--- src/include/timer8_pkg.sv ---
// constants for the 8-bit timer compare unit: register map, fields, resets
// assumes a 32-bit apb slave with 8-bit byte addresses
package timer8_pkg;
    localparam logic [7:0] ADDR_CTRL  = 8'h00;
    localparam logic [7:0] ADDR_COUNT = 8'h04;
    localparam logic [7:0] ADDR_CMP   = 8'h08;
    localparam logic [7:0] ADDR_FLAGS = 8'h0c;
    localparam logic [7:0] ADDR_IRQEN = 8'h10;
    localparam logic [7:0] ADDR_PORT  = 8'h14;

    // control register fields
    localparam int CS_LSB    = 0;
    localparam int WGM_LSB   = 3;
    localparam int COM_LSB   = 5;
    localparam int FORCE_BIT = 7;
    // flag and enable bit positions
    localparam int OVF_BIT   = 0;
    localparam int CMP_BIT   = 1;
    localparam int GIE_BIT   = 2;
    // port register bits
    localparam int PDATA_BIT = 0;
    localparam int PDIR_BIT  = 1;
    localparam int OCBIT_BIT = 2;
    localparam int PIN_BIT   = 3;

    localparam logic [7:0]  COUNT_MAX    = 8'hff;
    localparam logic [7:0]  COUNT_BOTTOM = 8'h00;
    localparam logic [7:0]  RESET_BYTE   = 8'h00;
    localparam logic [9:0]  PRESCALE_RST = 10'h000;
    localparam logic [31:0] READ_ZERO    = 32'h0000_0000;

    // prescale taps: low bits all ones once every 8, 64, 256, 1024 cycles
    localparam int DIV8_BITS    = 3;
    localparam int DIV64_BITS   = 6;
    localparam int DIV256_BITS  = 8;
    localparam int DIV1024_BITS = 10;

    typedef enum logic [2:0] {
        cs_stop     = 3'h0,
        cs_div1     = 3'h1,
        cs_div8     = 3'h2,
        cs_div64    = 3'h3,
        cs_div256   = 3'h4,
        cs_div1024  = 3'h5,
        cs_ext_fall = 3'h6,
        cs_ext_rise = 3'h7
    } clock_source_t;

    typedef enum logic [1:0] {
        wgm_normal    = 2'h0,
        wgm_phase_pwm = 2'h1,
        wgm_clear     = 2'h2,
        wgm_fast_pwm  = 2'h3
    } waveform_mode_t;

    typedef enum logic [1:0] {
        com_none   = 2'h0,
        com_toggle = 2'h1,
        com_clear  = 2'h2,
        com_set    = 2'h3
    } compare_action_t;
endpackage

--- src/design/timer8_compare_normal_ctc.sv ---
// 8-bit timer/counter with one output compare unit, apb register access
// assumes apb master on clk_sys; irq acks come from same-clock interrupt logic
// Notes on behaviour
// - counter always compared to compare value; match sets flag on the timer tick
// - compare irq requested only when enable, global enable and flag all set
// - compare flag clears on irq service or on software writing one
// - pwm modes double buffer compare value, loaded at top; others bypass
// - cpu compare accesses reach buffer in pwm modes, active value otherwise
// - force strobe in non-pwm modes acts on output bit only, no flag or clear
// - counter write blocks every match on the next timer tick, even when stopped
// - output action field unbuffered; takes effect at the first match after write
// - output bit reset to zero, kept across waveform mode changes
// - nonzero action field puts output bit on pin; direction bit keeps direction
// - action zero leaves the output bit unchanged on matches in every mode
// - counting depends only on waveform mode, never on action field
// - mode 0 only increments, wraps from 0xff to 0x00, never cleared
// - normal mode sets overflow as count becomes zero; cleared by service or by software writing one
// - mode 2 clears counter on match, compare value acts as top
// - clear mode with compare below count runs to 0xff and wraps before a match
// - clear mode with action 1 toggles output on each match
// - prescale factors 1, 8, 64, 256 and 1024 form the timer tick
// - clear mode sets overflow when counter passes from max to zero
// - cpu count write wins over simultaneous count or clear
// - clock select zero stops counter, count stays readable and writable
// - counter maximum is 0xff, bottom is zero
// - mode 3 fast pwm, mode 1 phase-correct pwm, both double buffered
`timescale 1ns/1ps
module timer8_compare_normal_ctc
    import timer8_pkg::*;
(
    input  wire logic        clk_sys,
    input  wire logic        arst_n,
    input  wire logic        psel,
    input  wire logic        penable,
    input  wire logic        pwrite,
    input  wire logic [7:0]  paddr,
    input  wire logic [31:0] pwdata,
    output logic      [31:0] prdata,
    output logic             pready,
    output logic             pslverr,
    input  wire logic        compare_irq_ack,
    input  wire logic        overflow_irq_ack,
    output logic             compare_irq_req,
    output logic             overflow_irq_req,
    input  wire logic        t0_pin_in,
    input  wire logic        oc_pin_in,
    output logic             oc_pin_out,
    output logic             oc_pin_oe_n
);
    clock_source_t   clock_source_select;
    waveform_mode_t  waveform_mode_select;
    compare_action_t compare_output_action;
    compare_action_t action_now;
    logic [7:0]      timer_count_value;
    logic [7:0]      compare_value_reg;
    logic [7:0]      compare_buffer;
    logic            compare_match_flag;
    logic            overflow_flag;
    logic            compare_irq_enable;
    logic            overflow_irq_enable;
    logic            global_irq_enable;
    logic            port_data;
    logic            compare_pin_direction_bit;
    logic            compare_output_bit;
    logic            count_down;
    logic            block_match;
    logic [9:0]      prescale;
    logic            t0_meta;
    logic            t0_sync;
    logic            t0_prev;
    logic            pin_meta;
    logic            pin_sync;
    logic            tick;
    logic            pwm;
    logic            match;
    logic            force_cmp;
    logic            wr;
    logic            wr_ctrl;
    logic            wr_count;
    logic            wr_cmp;
    logic            wr_flags;
    logic            up_now;
    logic [7:0]      next_count;
    logic            next_down;
    logic            ovf_event;
    logic            top_event;
    logic [31:0]     next_rdata;
    logic            next_err;

    function automatic logic is_pwm(input waveform_mode_t m);
        return (m == wgm_phase_pwm) || (m == wgm_fast_pwm);
    endfunction

    function automatic logic act_on(input compare_action_t a, input logic cur);
        unique case (a)
            com_none:   return cur;
            com_toggle: return ~cur;
            com_clear:  return 1'b0;
            com_set:    return 1'b1;
        endcase
    endfunction

    // writes land only at the access edge, pready is high there
    assign wr       = psel && penable && pwrite && pready;
    assign wr_ctrl  = wr && (paddr == ADDR_CTRL);
    assign wr_count = wr && (paddr == ADDR_COUNT);
    assign wr_cmp   = wr && (paddr == ADDR_CMP);
    assign wr_flags = wr && (paddr == ADDR_FLAGS);
    assign pwm      = is_pwm(waveform_mode_select);

    // synchronisers for the external count pin and the compare pin readback
    always_ff @(posedge clk_sys or negedge arst_n) begin
        if (!arst_n) begin
            t0_meta  <= 1'b0;
            t0_sync  <= 1'b0;
            t0_prev  <= 1'b0;
            pin_meta <= 1'b0;
            pin_sync <= 1'b0;
        end else begin
            t0_meta  <= t0_pin_in;
            t0_sync  <= t0_meta;
            t0_prev  <= t0_sync;
            pin_meta <= oc_pin_in;
            pin_sync <= pin_meta;
        end
    end

    // free-running prescaler; phase is not reset on a source change
    always_ff @(posedge clk_sys or negedge arst_n) begin
        if (!arst_n) begin
            prescale <= PRESCALE_RST;
        end else begin
            prescale <= prescale + 10'h001;
        end
    end

    // external edges lag the pin by three clocks
    always_comb begin
        unique case (clock_source_select)
            cs_stop:     tick = 1'b0;
            cs_div1:     tick = 1'b1;
            cs_div8:     tick = &prescale[DIV8_BITS-1:0];
            cs_div64:    tick = &prescale[DIV64_BITS-1:0];
            cs_div256:   tick = &prescale[DIV256_BITS-1:0];
            cs_div1024:  tick = &prescale[DIV1024_BITS-1:0];
            cs_ext_fall: tick = t0_prev && !t0_sync;
            cs_ext_rise: tick = !t0_prev && t0_sync;
        endcase
    end

    // match seen while the count value stands, acted on at the tick ending it
    assign match = tick && (timer_count_value == compare_value_reg) && !block_match;

    // count sequence from the mode field alone
    always_comb begin
        next_count = timer_count_value;
        next_down  = 1'b0;
        ovf_event  = 1'b0;
        top_event  = 1'b0;
        up_now     = count_down ? (timer_count_value == COUNT_BOTTOM) : (timer_count_value != COUNT_MAX);
        if (tick) begin
            unique case (waveform_mode_select)
                wgm_normal, wgm_fast_pwm: begin
                    next_count = timer_count_value + 8'h01;
                    ovf_event  = (timer_count_value == COUNT_MAX);
                    top_event  = (timer_count_value == COUNT_MAX);
                end
                wgm_clear: begin
                    next_count = match ? COUNT_BOTTOM : timer_count_value + 8'h01;
                    ovf_event  = (timer_count_value == COUNT_MAX);
                end
                wgm_phase_pwm: begin
                    next_count = up_now ? timer_count_value + 8'h01 : timer_count_value - 8'h01;
                    next_down  = ~up_now;
                    ovf_event  = count_down && (next_count == COUNT_BOTTOM);
                    top_event  = (timer_count_value == COUNT_MAX);
                end
            endcase
        end else begin
            next_down = count_down;
        end
    end

    always_ff @(posedge clk_sys or negedge arst_n) begin
        if (!arst_n) begin
            timer_count_value <= RESET_BYTE;
            count_down        <= 1'b0;
        end else begin
            if (wr_count) begin
                timer_count_value <= pwdata[7:0];
            end else begin
                timer_count_value <= next_count;
            end
            count_down <= next_down;
        end
    end

    // a count write arms the block until the next tick has gone by
    always_ff @(posedge clk_sys or negedge arst_n) begin
        if (!arst_n) begin
            block_match <= 1'b0;
        end else if (wr_count) begin
            block_match <= 1'b1;
        end else if (tick) begin
            block_match <= 1'b0;
        end
    end

    // compare value: buffered in pwm modes, direct otherwise
    // a pwm write waits in the buffer until the count reaches top
    always_ff @(posedge clk_sys or negedge arst_n) begin
        if (!arst_n) begin
            compare_value_reg <= RESET_BYTE;
            compare_buffer    <= RESET_BYTE;
        end else begin
            if (wr_cmp) begin
                compare_buffer <= pwdata[7:0];
            end
            if (wr_cmp && !pwm) begin
                compare_value_reg <= pwdata[7:0];
            end else if (pwm && top_event) begin
                compare_value_reg <= compare_buffer;
            end
        end
    end

    // control register
    always_ff @(posedge clk_sys or negedge arst_n) begin
        if (!arst_n) begin
            clock_source_select   <= cs_stop;
            waveform_mode_select  <= wgm_normal;
            compare_output_action <= com_none;
        end else if (wr_ctrl) begin
            clock_source_select   <= clock_source_t'(pwdata[CS_LSB +: 3]);
            waveform_mode_select  <= waveform_mode_t'(pwdata[WGM_LSB +: 2]);
            compare_output_action <= compare_action_t'(pwdata[COM_LSB +: 2]);
        end
    end

    // a force in the same write as a new action uses the new action
    assign action_now = wr_ctrl ? compare_action_t'(pwdata[COM_LSB +: 2]) : compare_output_action;
    assign force_cmp  = wr_ctrl && pwdata[FORCE_BIT] && !pwm;

    // output bit; mode changes leave it alone
    always_ff @(posedge clk_sys or negedge arst_n) begin
        if (!arst_n) begin
            compare_output_bit <= 1'b0;
        end else if (force_cmp || (match && !pwm)) begin
            compare_output_bit <= act_on(action_now, compare_output_bit);
        end else if (tick && compare_output_action[1]) begin
            // pwm modes; toggle action is treated as no action here
            if (waveform_mode_select == wgm_fast_pwm) begin
                if (top_event) begin
                    compare_output_bit <= ~compare_output_action[0];
                end else if (match) begin
                    compare_output_bit <= compare_output_action[0];
                end
            end else if (waveform_mode_select == wgm_phase_pwm && match) begin
                compare_output_bit <= count_down ^ compare_output_action[0];
            end
        end
    end

    // flags: hardware set wins over any clear in the same cycle
    always_ff @(posedge clk_sys or negedge arst_n) begin
        if (!arst_n) begin
            compare_match_flag <= 1'b0;
        end else if (match) begin
            compare_match_flag <= 1'b1;
        end else if ((wr_flags && pwdata[CMP_BIT]) || compare_irq_ack) begin
            compare_match_flag <= 1'b0;
        end
    end

    always_ff @(posedge clk_sys or negedge arst_n) begin
        if (!arst_n) begin
            overflow_flag <= 1'b0;
        end else if (ovf_event) begin
            overflow_flag <= 1'b1;
        end else if ((wr_flags && pwdata[OVF_BIT]) || overflow_irq_ack) begin
            overflow_flag <= 1'b0;
        end
    end

    // enables, port data and direction
    always_ff @(posedge clk_sys or negedge arst_n) begin
        if (!arst_n) begin
            overflow_irq_enable       <= 1'b0;
            compare_irq_enable        <= 1'b0;
            global_irq_enable         <= 1'b0;
            port_data                 <= 1'b0;
            compare_pin_direction_bit <= 1'b0;
        end else begin
            if (wr && paddr == ADDR_IRQEN) begin
                overflow_irq_enable <= pwdata[OVF_BIT];
                compare_irq_enable  <= pwdata[CMP_BIT];
                global_irq_enable   <= pwdata[GIE_BIT];
            end
            if (wr && paddr == ADDR_PORT) begin
                port_data                 <= pwdata[PDATA_BIT];
                compare_pin_direction_bit <= pwdata[PDIR_BIT];
            end
        end
    end

    // pin and interrupt outputs, one cycle behind their sources
    always_ff @(posedge clk_sys or negedge arst_n) begin
        if (!arst_n) begin
            oc_pin_out       <= 1'b0;
            oc_pin_oe_n      <= 1'b1;
            compare_irq_req  <= 1'b0;
            overflow_irq_req <= 1'b0;
        end else begin
            oc_pin_out       <= (compare_output_action != com_none) ? compare_output_bit : port_data;
            oc_pin_oe_n      <= ~compare_pin_direction_bit;
            compare_irq_req  <= compare_irq_enable && global_irq_enable && compare_match_flag;
            overflow_irq_req <= overflow_irq_enable && global_irq_enable && overflow_flag;
        end
    end

    // read mux; sampled in the setup cycle
    always_comb begin
        next_rdata = READ_ZERO;
        next_err   = 1'b0;
        unique case (paddr)
            ADDR_CTRL: begin
                next_rdata[CS_LSB +: 3]  = clock_source_select;
                next_rdata[WGM_LSB +: 2] = waveform_mode_select;
                next_rdata[COM_LSB +: 2] = compare_output_action;
            end
            ADDR_COUNT: next_rdata[7:0] = timer_count_value;
            ADDR_CMP:   next_rdata[7:0] = pwm ? compare_buffer : compare_value_reg;
            ADDR_FLAGS: begin
                next_rdata[OVF_BIT] = overflow_flag;
                next_rdata[CMP_BIT] = compare_match_flag;
            end
            ADDR_IRQEN: begin
                next_rdata[OVF_BIT] = overflow_irq_enable;
                next_rdata[CMP_BIT] = compare_irq_enable;
                next_rdata[GIE_BIT] = global_irq_enable;
            end
            ADDR_PORT: begin
                next_rdata[PDATA_BIT] = port_data;
                next_rdata[PDIR_BIT]  = compare_pin_direction_bit;
                next_rdata[OCBIT_BIT] = compare_output_bit;
                next_rdata[PIN_BIT]   = pin_sync;
            end
            default: next_err = 1'b1;
        endcase
    end

    // one access cycle, no wait states
    // limitation: read data is frozen at setup, a running count may move on
    always_ff @(posedge clk_sys or negedge arst_n) begin
        if (!arst_n) begin
            pready  <= 1'b0;
            pslverr <= 1'b0;
            prdata  <= READ_ZERO;
        end else begin
            pready  <= psel && !penable;
            pslverr <= psel && !penable && next_err;
            if (psel && !penable) begin
                prdata <= pwrite ? READ_ZERO : next_rdata;
            end
        end
    end
endmodule

--- config.mk ---
export PLATFORM = sky130hd
export DESIGN_NAME = timer8_compare_normal_ctc
export DESIGN_NICKNAME = d
export VERILOG_FILES = /design/src/include/timer8_pkg.sv /design/src/design/timer8_compare_normal_ctc.sv
export SDC_FILE = /design/constraint.sdc
export NUM_CORES = 1
export LEC_CHECK = 0
export BUFFER_PORTS_ARGS = -buffer_cell sky130_fd_sc_hd__buf_2
export CAP_MARGIN = 10
export CORE_UTILIZATION = 25
export DETAILED_ROUTE_END_ITERATION = 7
export SLEW_MARGIN = 5
export SYNTH_ARGS = -nofsm -noshare
export SYNTH_HDL_FRONTEND = slang
export SYNTH_SLANG_ARGS = --single-unit
--- constraint.sdc ---
create_clock -name clk_sys -period 5.8 [get_ports clk_sys]
set_input_delay 0.29 -clock clk_sys [delete_from_list [all_inputs] [get_ports clk_sys]]
set_output_delay 0.29 -clock clk_sys [all_outputs]
set_load 0.1 [all_outputs]
# Yosys cells after proc, flatten, opt, wreduce, memory -nomap -nowiden
# Cells that the tools add are included.
[classes] bitwise=5 n_reduce_logical=60 n_mux=37 n_eq_ne=23 addsub=3
[ops] operator="8-bit two-way mux" n=8
[ops] operator="1-bit logical AND" n=29
[ops] operator="8-bit zero test" n=3
[ops] operator="8-bit case mux with 3 select lines" n=1
[ops] operator="1-bit two-way mux" n=19
[ops] operator="8-bit by 4-bit equality test with 1-bit output (second input constant)" n=2
[ops] operator="8-bit by 5-bit equality test with 1-bit output (second input constant)" n=2
[ops] operator="3-bit equality test (second input constant)" n=4
[ops] operator="2-bit case mux with 6 select lines" n=1
[ops] operator="2-bit nonzero test" n=6
[ops] operator="10-bit by 1-bit adder with 10-bit output (second input constant)" n=1
[ops] operator="10-bit AND reduction" n=1
[ops] operator="3-bit case mux with 3 select lines" n=1
[ops] operator="8-bit by 1-bit adder with 8-bit output (second input constant)" n=1
[ops] operator="2-bit equality test (second input constant)" n=4
[ops] operator="8-bit by 3-bit equality test with 1-bit output (second input constant)" n=1
[ops] operator="8-bit equality test" n=1
[ops] operator="8-bit equality test (second input constant)" n=1
[ops] operator="8-bit inequality test (second input constant)" n=1
[ops] operator="1-bit case mux with 8 select lines" n=1
[ops] operator="8-bit AND reduction" n=1
[ops] operator="8-bit by 1-bit subtractor with 8-bit output (second input constant)" n=1
[ops] operator="3-bit by 2-bit equality test with 1-bit output (second input constant)" n=2
[ops] operator="6-bit AND reduction" n=1
[ops] operator="other kinds (21)" n=35
[word_totals] register_bits=94 input_bits=49 out_inout_bits=38 word_cells=157

# Logic depth before layout (Yosys ltp)
[logic_depth] word_depth=10 ltp_mapped=11 ltp_nobuf=9

# Least setup slack after synthesis
# No wires, ideal clock.
[synth_path] kind="flip-flop to flip-flop" startpoint="register pready" endpoint="register compare_output_bit" path_stages_with_launch=8 arrival_ps=2658 setup_ps=128 path_slack_ps=3015 synth_period_minus_slack_ps=2785 path_buffers=0 path_cell_list="dfrtp_1 > nand4_1 > nor2_1 > nand2_4 > mux2_1 > a211o_1 > a22oi_2 > mux2_1"
[synth_between] elab_chain_len=7 word_cells_on_any_way=17 cone_classes="eq/ne: 5; mux: 3; reduce/logical: 9"
[synth_lines] element="start: declaration" line_no="timer8_compare_normal_ctc.sv:39" rtl="output logic pready,"
[synth_lines] element="start signal: assignment" line_no="timer8_compare_normal_ctc.sv:360" rtl="pready <= psel && !penable;"
[synth_lines] element="1-bit logical AND *" line_no="timer8_compare_normal_ctc.sv:104" rtl="assign wr = psel && penable && pwrite && pready;"
[synth_lines] element="1-bit logical AND *" line_no="timer8_compare_normal_ctc.sv:105" rtl="assign wr_ctrl = wr && (paddr == ADDR_CTRL);"
[synth_lines] element="1-bit logical AND (2 in series)" line_no="timer8_compare_normal_ctc.sv:242" rtl="assign force_cmp = wr_ctrl && pwdata[FORCE_BIT] && !pwm;"
[synth_lines] element="1-bit logical OR" line_no="timer8_compare_normal_ctc.sv:248" rtl="end else if (force_cmp || (match && !pwm)) begin"
[synth_lines] element="4-bit by 3-bit inequality test with 1-bit output (no source line), or another cell as far along"
[synth_lines] element="4-bit AND reduction (no source line)"
[synth_lines] element="end signal: assignment" line_no="timer8_compare_normal_ctc.sv:249" rtl="compare_output_bit <= act_on(action_now, compare_output_bit);"
[synth_lines] element="end signal: assignment" line_no="timer8_compare_normal_ctc.sv:254" rtl="compare_output_bit <= ~compare_output_action[0];"
[synth_lines] element="end signal: assignment" line_no="timer8_compare_normal_ctc.sv:256" rtl="compare_output_bit <= compare_output_action[0];"
[synth_lines] element="end: declaration" line_no="timer8_compare_normal_ctc.sv:64" rtl="logic compare_output_bit;"
# Mark *: on every way between the ends. The rest lies on a longest branch, timed or not.
# A chain may end at the register's enable or synchronous reset.

# Worst setup path after layout
[layout_path] startpoint="register timer_count_value[1]" endpoint="register overflow_flag"
[layout_between] elab_chain_len=8 word_cells_on_any_way=13 cone_classes="add/sub: 2; eq/ne: 2; mux: 5; reduce/logical: 4"
[layout_lines] element="start: declaration" line_no="timer8_compare_normal_ctc.sv:54" rtl="logic [7:0] timer_count_value;"
[layout_lines] element="start signal: assignment" line_no="timer8_compare_normal_ctc.sv:190" rtl="timer_count_value <= pwdata[7:0];"
[layout_lines] element="start signal: assignment" line_no="timer8_compare_normal_ctc.sv:192" rtl="timer_count_value <= next_count;"
[layout_lines] element="parallel branches: the longest is 5 deep, another holds 8-bit by 1-bit subtractor with 8-bit output"
[layout_lines] element="1-bit case mux with 2 select lines *" line_no="timer8_compare_normal_ctc.sv:162" rtl="unique case (waveform_mode_select)"
[layout_lines] element="1-bit two-way mux *" line_no="timer8_compare_normal_ctc.sv:161" rtl="if (tick) begin"
[layout_lines] element="1-bit two-way mux or 2-bit nonzero test (tied branches)"
[layout_lines] element="end signal: assignment" line_no="timer8_compare_normal_ctc.sv:277" rtl="overflow_flag <= 1'b0;"
[layout_lines] element="end signal: assignment" line_no="timer8_compare_normal_ctc.sv:279" rtl="overflow_flag <= 1'b1;"
[layout_lines] element="end signal: assignment" line_no="timer8_compare_normal_ctc.sv:281" rtl="overflow_flag <= 1'b0;"
[layout_lines] element="end: declaration" line_no="timer8_compare_normal_ctc.sv:58" rtl="logic overflow_flag;"
# Mark *: on every way between the ends.

==> results.toml <==
[clock_tree]
cts_resized = 0
root_buffer = "clkbuf_16"
clk_latency_ns = 0.33
cts_tree = "yes"
cts_buffers = 9
htree_levels = 3
clock_path_buffers = 2
cts_sinks = 70
cts_hold_buf = 0
cts_setup_buffers = 0
clk_pin_slew_ns = 0.05

[placement]
gp_congestion = 0.8306
place.port_buffers = 38
dp_hpwl_mm = 7.527
pre_cts_ws_ns = 2.408

[finish]
nNetsFinal = 521
final_util = 0.2904
drive_above_1_share = 0.1923
syn_to_final_growth_pct = 14.20
diodes = 0
largest_reg_flops = 10
top_register = "prescale"

[timing]
clock.fmax_ghz = 0.2879
fin_ws_ns = 2.327
rsz0062_at_grt = "no"
skew_ns = 0.004567
slew-limit-headroom = 0.1796
min_period_ns = 3.473
hold_slack_ns = 0.06627
tightest_slew_ns = 1.231
setup_viol = 0
fin_crit_sh = 0.5988
timing.final.max_slew_violations = 0
fin_tns_setup_ns = 0
hold_viol_final = 0

[logic_synthesis]
synth_common_cells = "dfrtp_1, nor2_1, nand2_1"
yosysTopAreaCell = "dfrtp_1"
ys_seq_elements = 70
ys.warnings.count = 0
ys_types = 63
synth-edff-count = 0
yosysSeqAreaShare = 0.4172
synthFlopType = "dfrtp_1"
synthCells = 436
yosysMostFrequentCell = "dfrtp_1"
synth_area_leaders = "dfrtp_1, mux2_2, mux2i_1"
synth.avg_cell_area_um2 = 9.637
async_reset_ff_frac = 1.000
yosys.area.top_type_share = 0.4110
syn_area_mm2 = 0.004202

[drt]
routed_wl_mm = 10.30
drc = 0
dr.pass1.iters = 4
drt-initial-drc-count = 132
detail_route.wl_per_cell_um = 14.97
ant_nets = 0
viasPerCell = 4.779
num_vias = 3288

[setup_path]
worst_ep_arrival_time_ns = 3.68
cp-start-kind = "register"
crit_buf_inv = 0
cp.required_ns = 6.00
critPathCaptureType = "register"
crit_chain = "ha_1 > and4_1 > a31oi_1 > o22ai_1 > mux2i_1 > or4bb_1 > o41ai_1"
crit_family = "compound AO/OA/AOI/OAI gates"
path_class = "register to register"
cpMaxStageDelayCell = "o22ai_1"
cp_max_fo = 14
max_stage_delay_ns = 0.97

[power_and_ir_drop]
p_seq_frac = 0.380
vdd_drop_max_mv = 0.1548
power_density_mw_per_mm2 = 301.7
p_clk_frac = 0.379
power_mw = 1.448
pwr-share-comb = 0.241
netSwitchingFraction = 0.3264
leakagePower_nw = 2.166
switching_power_mw = 0.4725
internal-power_mw = 0.9751

[global_routing]
antenna_found_initial = 0
grt_pass1_vias = 3206
track_usage = 0.1205
grt_pass1_wl_mm = 16.46
grt-ovfl-total = 0
grt_max_degree = 71

[flow_run]
maxCapViolCount = 0

[die]
dieWidth_um = 131.6
ios = 87
dieArea_mm2 = 0.01733
start_util = 0.2543
fp.dieH_um = 131.6
floorplan.rows = 47
core_area_mm2 = 0.01652

[hold_path]
hold_class = "primary input to register"

[outcome]
status = "finished clean"
power by group through the flow:
stage / Combinational (mW) / Sequential [mW] / Clock [mW]
after detailed placement: 0.347 / 0.557 / 0
after floorplan: 0.313 / 0.527 / 0
after global routing: 0.381 / 0.553 / 0.587
final: 0.349 / 0.550 / 0.549
after global placement: 0.339 / 0.557 / 0
after CTS: 0.349 / 0.548 / 0.565
per-stage QoR:
step                      cell area, µm²  cells
final                               4798    688
after floorplan                     4288    459
after global placement              4497    672
after CTS                           4798    688
after detailed placement            4497    672
after global routing                4798    688
final timing paths:
check / from / endpoint / slack, ns / cells after the start
setup / recovery: timer_count_value[1]$_DFFE_PN0P_ / overflow_flag$_DFFE_PN0P_ / 2.33 / 7
hold reg to reg: pin_meta$_DFF_PN0_ / pin_sync$_DFF_PN0_ / 0.34 / 0
hold / removal: t0_pin_in / t0_meta$_DFF_PN0_ / 0.07 / 1
setup reg to reg: timer_count_value[1]$_DFFE_PN0P_ / overflow_flag$_DFFE_PN0P_ / 2.33 / 7
max in group asynchronous: arst_n / compare_buffer[5]$_DFFE_PN0P_ / 5.06 / 2
min in group asynchronous: arst_n / pin_meta$_DFF_PN0_ / 0.17 / 2
placed cells by master, fill, tap and decap left out, types with 2 or more instances in the layout:
cell type and n:
a211oi_1 2, a21o_1 2, a21oi_1 24, a221oi_1 3, a22o_1 4, a22oi_1 3, a2bb2oi_1 3, a31oi_1 4
and3_1 6, and4_1 2, buf_2 38, clkbuf_16 9, clkbuf_8 2, clkinv_2 3, conb_1 24, dfrtp_1 69
ha_1 9, inv_1 15, mux2_1 2, mux2_2 23, mux2i_1 20, nand2_1 29, nand2b_1 4, nand3_1 25
nand4_1 4, nand4b_1 2, nor2_1 31, nor2b_1 2, nor3_1 8, nor4b_1 2, o211ai_1 3, o21ai_0 24
o221ai_1 2, o22ai_1 2, or2_2 4, or3_1 4, xnor2_1 15, xor2_1 12
kinds of logic (layout without fill, tap and decap cells):
logic type / count (synthesis) / count (layout) / share of synthesized area
and+or+nand+nor: 134 / 134 / 0.1680
AOI/OAI and AO/OA: 88 / 88 / 0.1346
DFF: 70 / 70 / 0.4172
buffers and inverters: 61 / 70 / 0.07623
muxes: 46 / 46 / 0.1200
xor gates and xnor gates: 27 / 27 / 0.05628
adders and majority gates: 9 / 9 / 0.02680
other: 1 / 24 / 0.0008925
final cells by class:
class                           instances  area (µm²)
Inverter                               15       56.30
Clock inverter                          4       45.04
Sequential cell                        70        1753
Timing Repair Buffer                   39       197.7
Multi-Input combinational cell        328        2215
Clock buffer                           12       256.5
Tap cell                              220       275.3
Fill cell                            1746       11730
per-layer routing:
layer | global-route usage | part of all wire | up-vias
met4 | 0.05103 | 0.024 | 0
li1 | - | - | 1561
met2 | 0.1993 | 0.48 | 95
met3 | 0.02238 | 0.043 | 18
met5 | 0 | 0 | -
met1 | 0.1531 | 0.45 | 1614
Note: power is estimated with default switching activity, not from simulation.
